==> config.mk <==
export PLATFORM = sky130hd
export DESIGN_NAME = twi_event_flags
export DESIGN_NICKNAME = d
export VERILOG_FILES = /design/src/design/twi_flags_pkg.sv /design/src/design/edge_sync.sv /design/src/design/twi_event_flags.sv
export SDC_FILE = /design/constraint.sdc
export NUM_CORES = 1
export LEC_CHECK = 0
export ABC_AREA = 0
export ABC_CLOCK_PERIOD_IN_PS = 1800
export BUFFER_PORTS_ARGS = -buffer_cell sky130_fd_sc_hd__buf_2
export CAP_MARGIN = 20
export CORE_ASPECT_RATIO = 0.8
export CORE_MARGIN = 2
export CORE_UTILIZATION = 30
export DETAILED_ROUTE_END_ITERATION = 6
export PLACE_DENSITY = 0.68
export SETUP_SLACK_MARGIN = 0.2
export SYNTH_ARGS = -nofsm -noshare
export SYNTH_HDL_FRONTEND = slang
export SYNTH_SLANG_ARGS = --single-unit
==> constraint.sdc <==
create_clock -name sys_clk -period 1.8 [get_ports sys_clk]
set_input_delay 0.18 -clock sys_clk [delete_from_list [all_inputs] [get_ports sys_clk]]
set_output_delay 0.18 -clock sys_clk [all_outputs]
set_load 0.01 [all_outputs]
==> src/design/twi_flags_pkg.sv <==
// Package of register map, field layout and timing constants for the event flag block
//
// Contract
// - Separate flags set on byte received, byte sent and bus error.
// - Byte-boundary event raised before every byte sent or received.
// - Paused flag sets when the transaction is paused on a suspend request.
// - Pause fires right after a read acknowledge, only if suspend was requested.
// - Link bit 0 turns byte-boundary into suspend, bit 1 into stop.
// - Writing 1 to an enable-set bit enables that interrupt; reads show state.
`default_nettype none
package twi_flags_pkg;
  localparam int          ADDR_W          = 12;
  localparam int          DATA_W          = 32;
  localparam int          NUM_EV          = 6;
  localparam logic [11:0] OFS_STOPPED     = 12'h104;
  localparam logic [11:0] OFS_RX_BYTE     = 12'h108;
  localparam logic [11:0] OFS_TX_BYTE     = 12'h11C;
  localparam logic [11:0] OFS_BUS_FAULT   = 12'h124;
  localparam logic [11:0] OFS_BYTE_EDGE   = 12'h138;
  localparam logic [11:0] OFS_PAUSED      = 12'h148;
  localparam logic [11:0] OFS_LINKS       = 12'h200;
  localparam logic [11:0] OFS_IRQ_SET     = 12'h304;
  localparam logic [11:0] OFS_IRQ_CLR     = 12'h308;
  localparam logic [11:0] OFS_SUSPEND     = 12'h01C;
  localparam logic [11:0] OFS_RESUME      = 12'h020;
  localparam logic [11:0] OFS_STOP        = 12'h014;
  // Event bit positions, shared by flags and interrupt enables
  localparam int          EV_STOPPED      = 0;
  localparam int          EV_RX_BYTE      = 1;
  localparam int          EV_TX_BYTE      = 2;
  localparam int          EV_BUS_FAULT    = 3;
  localparam int          EV_BYTE_EDGE    = 4;
  localparam int          EV_PAUSED       = 5;
  localparam int          LINK_PAUSE_BIT  = 0;
  localparam int          LINK_HALT_BIT   = 1;
  localparam logic [1:0]  LINKS_RESET     = 2'h0;
  localparam logic [5:0]  IRQ_EN_RESET    = 6'h00;
  localparam logic [5:0]  FLAGS_RESET     = 6'h00;
  // Link clock edge filter
  localparam int          SYS_CLK_NS      = 8;
  localparam int          SCL_PERIOD_NS   = 125;
  localparam int          SCL_CYC         = SCL_PERIOD_NS / SYS_CLK_NS;

  // Register port request
  typedef struct packed {
    logic [ADDR_W-1:0] addr;
    logic [DATA_W-1:0] wdata;
    logic              wr;
    logic              rd;
  } reg_req_t;

  // Bus engine status pulses
  typedef struct packed {
    logic rx_done;
    logic tx_done;
    logic fault;
    logic byte_start;
    logic read_ack_done;
    logic stopped;
  } engine_evt_t;

  // Offset to event index; returns NUM_EV if not a flag register
  function automatic logic [2:0] flag_index(input logic [ADDR_W-1:0] a);
    case (a)
      OFS_STOPPED:   flag_index = 3'(EV_STOPPED);
      OFS_RX_BYTE:   flag_index = 3'(EV_RX_BYTE);
      OFS_TX_BYTE:   flag_index = 3'(EV_TX_BYTE);
      OFS_BUS_FAULT: flag_index = 3'(EV_BUS_FAULT);
      OFS_BYTE_EDGE: flag_index = 3'(EV_BYTE_EDGE);
      OFS_PAUSED:    flag_index = 3'(EV_PAUSED);
      default:       flag_index = 3'(NUM_EV);
    endcase
  endfunction
endpackage : twi_flags_pkg
`default_nettype wire

==> src/design/edge_sync.sv <==
// Two-flop synchroniser with rising and falling edge pulses
`default_nettype none
module edge_sync (
  input  wire logic sys_clk,
  input  wire logic reset_n,
  input  wire logic async_in,
  output logic      level_q,
  output logic      rise_q,
  output logic      fall_q
);
  logic meta_q;
  logic sync_q;

  // Synchroniser chain; first flop read only by the second
  always_ff @(posedge sys_clk or negedge reset_n) begin
    if (!reset_n) begin
      meta_q  <= 1'b1;
      sync_q  <= 1'b1;
      level_q <= 1'b1;
    end else begin
      meta_q  <= async_in;
      sync_q  <= meta_q;
      level_q <= sync_q;
    end
  end

  // Edge pulses from the settled level
  always_ff @(posedge sys_clk or negedge reset_n) begin
    if (!reset_n) begin
      rise_q <= 1'b0;
      fall_q <= 1'b0;
    end else begin
      rise_q <= sync_q & ~level_q;
      fall_q <= ~sync_q & level_q;
    end
  end
endmodule // edge_sync
`default_nettype wire

==> src/design/twi_event_flags.sv <==
// Event flags, shortcut links, interrupt enables and suspend sequencing of the two-wire master
//
// Local design decision: strobed register access.
`default_nettype none
module twi_event_flags
  import twi_flags_pkg::*;
(
  input  wire logic          sys_clk,
  input  wire logic          reset_n,
  input  wire reg_req_t      req,
  output logic [DATA_W-1:0]  rdata_q,
  input  wire engine_evt_t   evt,
  input  wire logic          scl_in,
  input  wire logic          read_mode,
  output logic               suspend_req_q,
  output logic               stop_req_q,
  output logic               held_q,
  output logic               irq_q
);
  typedef enum logic [1:0] {
    ST_RUN     = 2'b00,
    ST_ARMED   = 2'b01,
    ST_HELD    = 2'b10
  } pause_state_t;

  pause_state_t        state_q;
  logic [NUM_EV-1:0]   flags_q;
  logic [NUM_EV-1:0]   ev_set;
  logic [NUM_EV-1:0]   irq_en_q;
  logic [1:0]          links_q;
  logic                scl_fall;
  logic                ack_pending_q;
  logic                ack_done;
  logic [2:0]          widx;
  logic                wr_suspend;
  logic                wr_resume;
  logic                wr_stop;

  // Link clock sampled through two flops; only the falling edge times the acknowledge
  edge_sync u_scl_sync (
    .sys_clk  (sys_clk),
    .reset_n  (reset_n),
    .async_in (scl_in),
    .level_q  (),
    .rise_q   (),
    .fall_q   (scl_fall)
  );

  // Task strobes decoded from register writes
  assign widx       = flag_index(req.addr);
  assign wr_suspend = req.wr && req.addr == OFS_SUSPEND && req.wdata[0];
  assign wr_resume  = req.wr && req.addr == OFS_RESUME && req.wdata[0];
  assign wr_stop    = req.wr && req.addr == OFS_STOP && req.wdata[0];

  // The acknowledge bit ends at the first clock fall after the engine reports it
  always_ff @(posedge sys_clk or negedge reset_n) begin
    if (!reset_n) begin
      ack_pending_q <= 1'b0;
    end else if (evt.read_ack_done) begin
      ack_pending_q <= 1'b1;
    end else if (scl_fall) begin
      ack_pending_q <= 1'b0;
    end
  end
  assign ack_done = ack_pending_q & scl_fall & read_mode;

  // Suspend sequencing: request arms, pause taken only after a read acknowledge
  always_ff @(posedge sys_clk or negedge reset_n) begin
    if (!reset_n) begin
      state_q <= ST_RUN;
    end else begin
      case (state_q)
        ST_RUN: begin
          if (wr_suspend || (evt.byte_start && links_q[LINK_PAUSE_BIT])) begin
            state_q <= ST_ARMED;
          end
        end
        ST_ARMED: begin
          if (wr_resume || evt.stopped) begin
            state_q <= ST_RUN;
          end else if (ack_done) begin
            state_q <= ST_HELD;
          end
        end
        ST_HELD: begin
          if (wr_resume || evt.stopped) begin
            state_q <= ST_RUN;
          end
        end
        default: state_q <= ST_RUN;
      endcase
    end
  end

  // Event sources
  always_comb begin
    ev_set               = '0;
    ev_set[EV_STOPPED]   = evt.stopped;
    ev_set[EV_RX_BYTE]   = evt.rx_done;
    ev_set[EV_TX_BYTE]   = evt.tx_done;
    ev_set[EV_BUS_FAULT] = evt.fault;
    ev_set[EV_BYTE_EDGE] = evt.byte_start;
    ev_set[EV_PAUSED]    = (state_q == ST_ARMED) && ack_done && !wr_resume && !evt.stopped;
  end

  // Sticky flags: writing 0 clears, a same-cycle event wins
  generate
    for (genvar i = 0; i < NUM_EV; i++) begin : g_flag
      always_ff @(posedge sys_clk or negedge reset_n) begin
        if (!reset_n) begin
          flags_q[i] <= FLAGS_RESET[i];
        end else if (ev_set[i]) begin
          flags_q[i] <= 1'b1;
        end else if (req.wr && widx == 3'(i)) begin
          flags_q[i] <= req.wdata[0];
        end
      end
    end
  endgenerate

  // Shortcut links and interrupt enables
  always_ff @(posedge sys_clk or negedge reset_n) begin
    if (!reset_n) begin
      links_q  <= LINKS_RESET;
      irq_en_q <= IRQ_EN_RESET;
    end else begin
      if (req.wr && req.addr == OFS_LINKS) begin
        links_q <= req.wdata[1:0];
      end
      if (req.wr && req.addr == OFS_IRQ_SET) begin
        irq_en_q <= irq_en_q | req.wdata[NUM_EV-1:0];
      end else if (req.wr && req.addr == OFS_IRQ_CLR) begin
        irq_en_q <= irq_en_q & ~req.wdata[NUM_EV-1:0];
      end
    end
  end

  // Task pulses and the held level towards the bus engine
  always_ff @(posedge sys_clk or negedge reset_n) begin
    if (!reset_n) begin
      suspend_req_q <= 1'b0;
      stop_req_q    <= 1'b0;
      held_q        <= 1'b0;
    end else begin
      suspend_req_q <= wr_suspend || (evt.byte_start && links_q[LINK_PAUSE_BIT]);
      stop_req_q    <= wr_stop || (evt.byte_start && links_q[LINK_HALT_BIT]);
      held_q        <= (state_q == ST_HELD) || ev_set[EV_PAUSED];
    end
  end

  // Level interrupt from enabled flags
  always_ff @(posedge sys_clk or negedge reset_n) begin
    if (!reset_n) begin
      irq_q <= 1'b0;
    end else begin
      irq_q <= |(flags_q & irq_en_q);
    end
  end

  // Read data, one cycle after the strobe; unmapped reads give zero
  always_ff @(posedge sys_clk or negedge reset_n) begin
    if (!reset_n) begin
      rdata_q <= '0;
    end else if (req.rd) begin
      rdata_q <= '0;
      if (widx != 3'(NUM_EV)) begin
        rdata_q[0] <= flags_q[widx];
      end else if (req.addr == OFS_LINKS) begin
        rdata_q[1:0] <= links_q;
      end else if (req.addr == OFS_IRQ_SET || req.addr == OFS_IRQ_CLR) begin
        rdata_q[NUM_EV-1:0] <= irq_en_q;
      end
    end else begin
      rdata_q <= '0;
    end
  end

endmodule // twi_event_flags
`default_nettype wire

==> flow_summary.json <==
{
  "ctsRootBufferMaster": "clkbuf_8",
  "clk_pin_slew_ps": 60,
  "grt_overflow": 0,
  "p_leak_nw": 1.091,
  "antenna_cells": 0,
  "clock_skew_ps": 3.793,
  "fin_nets": 280,
  "crit_arrival_ps": 1690,
  "hpwl_um": 3059,
  "fmax_mhz": 653.3,
  "regArea_um2": 779.5,
  "max-vdd-ir-drop_mv": 0.3954,
  "cp_data_required_time_ps": 1960,
  "grt_setup_unrepaired": "false",
  "hold_viol": 0,
  "avgSynthCellArea_um2": 10.51,
  "fp.dieH_um": 73.44,
  "synth_most_common_cell": "dfrtp_1",
  "vias_per_cell": 4.611,
  "wl_per_cell_um": 13.09,
  "rows": 25,
  "worst_hold_slack_ps": 82.07,
  "drt_iter0_markers": 61,
  "yosysWarnings": 0,
  "whs_path_depth": 2,
  "antenna_found_initial": 0,
  "gp_congestion": 0.9001,
  "setup_viol_count_final": 0,
  "reg2reg_depth": 3,
  "ys.flop_type": "dfrtp_1",
  "place.port_buffers": 39,
  "synthTopCellsByArea": "dfrtp_1, buf_4, dfstp_2",
  "ant_nets": 0,
  "dieArea_um2": 6668,
  "die_w_um": 90.80,
  "finalPower_mw": 1.554,
  "drv_cap": 0,
  "cts_tree": "built",
  "grt_pass1_wl_um": 6134,
  "status": "complete, no violations",
  "grt_usage_pct": 11.67,
  "crit_path_max_fanout": 7,
  "ios": 92,
  "cts_setup_buffers": 0,
  "yosysTopAreaCell": "dfrtp_1",
  "worstMarginPinSlew_ps": 675.8,
  "synth.distinct_cells": 63,
  "start_util_pct": 30.74,
  "startpoint_type": "input pin",
  "power.density_nw_per_um2": 710.0,
  "path_class": "in2reg",
  "final_area_um2": 2188,
  "area_growth_syn_to_layout_pct": 21.04,
  "yosysSeqAreaShare_pct": 43.11,
  "grt_pass1_vias": 1338,
  "ys_seq_elements": 31,
  "multiInputGateArea_um2": 884.6,
  "cts_num_sinks": 31,
  "grt_max_degree": 32,
  "end_kind": "flop",
  "drive_gt1_share_pct": 37.33,
  "insertion_delay_ps": 280,
  "syn_inst": 172,
  "routed_wl_um": 4007,
  "crit_path_cell_trace": "buf_2, or3_4, a211oi_1, o21a_2, nand4b_1, nor2_1, a211o_1",
  "cts_buffers": 5,
  "core_um2": 5881,
  "layout_min_cycle_time_ps": 1531,
  "slew_violations": 0,
  "synth_common_cells": "dfrtp_1, buf_4, nand2_1, nor2_1, inv_1",
  "cp_slowest_cell": "or3_4",
  "cpPeakStageDelay_ps": 430,
  "dpl-instance-area_um2": 2038,
  "fillerInstances": 619,
  "htree_levels": 2,
  "synth-edff-count": 0,
  "via_count": 1411,
  "drtPass1Iterations": 4,
  "async_reset_ff_share_pct": 100.0,
  "cts_buffer_depth": 2,
  "synth_top_area_share_pct": 38.75,
  "post-route-period-util_pct": 85.03,
  "drc": 0,
  "slew_headroom_pct": 54.95,
  "hold_path.class": "in2reg",
  "syn_area_um2": 1808
}
[metal layers]
| metal | routed length [um] | part of all wire (%) | track usage (%) |
|---|---|---|---|
| met4 | 23 | 0.57 | 3.367 |
| met2 | 1896 | 47 | 19.82 |
| met5 | 0 | 0 | 0 |
| met1 | 1798 | 45 | 14.56 |
| met3 | 289 | 7.2 | 3.590 |
[final cells by class]
class | instances | share of cell area (%)
clock buffer | 6 | 3.774
multi-input combinational | 130 | 40.42
clock inverter | 2 | 1.601
sequential | 31 | 35.62
timing repair buffer | 50 | 12.92
tap | 81 | 4.631
inverter | 6 | 1.029
[critical path, delay by kind of cell]
kind            cells  cell delay, ps
compound gates      3             770
buf+inv             1             110
simple gates        3             630
[per-stage QoR]
stage | util [%] | instances | setup slack (ps) | setup TNS (ps)
2_1_floorplan | - | 197 | 210.9 | 0
3_3_place_gp | 34.66 | 296 | -25.56 | -25.56
3_5_place_dp | 34.66 | 296 | -47.99 | -89.26
4_1_cts | 37.00 | 306 | 255.4 | 0
5_1_grt | 37.21 | 306 | 201.8 | 0
6_report | 37.21 | 306 | 269.4 | 0
[timing repair]
action | in CTS | in global routing
hold buffers | 2 | 0
endpoints found under the setup margin | 0 | 5
resized for setup | 0 | 3
endpoints found under the hold margin | 29 | 0
[report_power, final]
part / internal, mW / leakage (nW) / total, mW / switching (mW)
sequential: 0.707 / 0.392 / 0.711 / 0.00364
clock: 0.447 / 0.0612 / 0.697 / 0.249
combinational: 0.0518 / 0.638 / 0.146 / 0.0945
total: 1.21 / 1.09 / 1.55 / 0.348
[final timing paths]
| kind | start | end | slack (ps) |
|---|---|---|---|
| hold reg to reg | u_scl_sync.meta_q | u_scl_sync.sync_q | 360 |
| setup reg to reg | flop | rdata_q[0] | 550 |
| hold / removal | evt[1] | ack_pending_q | 80 |
| min in group asynchronous | reset_n | rdata_q[5] | 480 |
| max in group asynchronous | reset_n | ack_pending_q | 880 |
| setup / recovery | req[36] | flags_q[2] | 270 |
[cells by family (layout without fill, tap and decap cells)]
logic type      count (synthesis)  in the layout  synth area share (%)
buf+inv                        36             64                 13.84
compound gates                 33             33                 15.36
xor+xnor                        1              1                0.4845
simple gates                   65             65                 23.60
flops                          31             31                 43.11
mux                             5              5                 3.391
other cells                     1             26                0.2074
[layout by cell type, fill, tap and decap left out, types with 2 or more instances in the layout]
master	netlist	layout
buf_2	2	39
dfrtp_1	28	28
conb_1	1	26
nand2_1	14	14
nor2_1	9	9
buf_4	26	9
inv_1	6	6
clkbuf_8	0	6
a22o_1	5	5
and3_2	4	4
nand3_1	4	4
nor3_1	3	3
a22oi_1	3	3
a211o_1	3	3
dfstp_2	3	3
and3_4	2	2
nor2b_1	2	2
nand2b_1	2	2
a211oi_1	2	2
and2_1	2	2
nand2_2	2	2
mux2_4	2	2
o21ai_0	3	2
mux2i_1	2	2
nand4b_1	2	2
dlygate4sd3_1	0	2
Power figures use the tool's default switching activity.
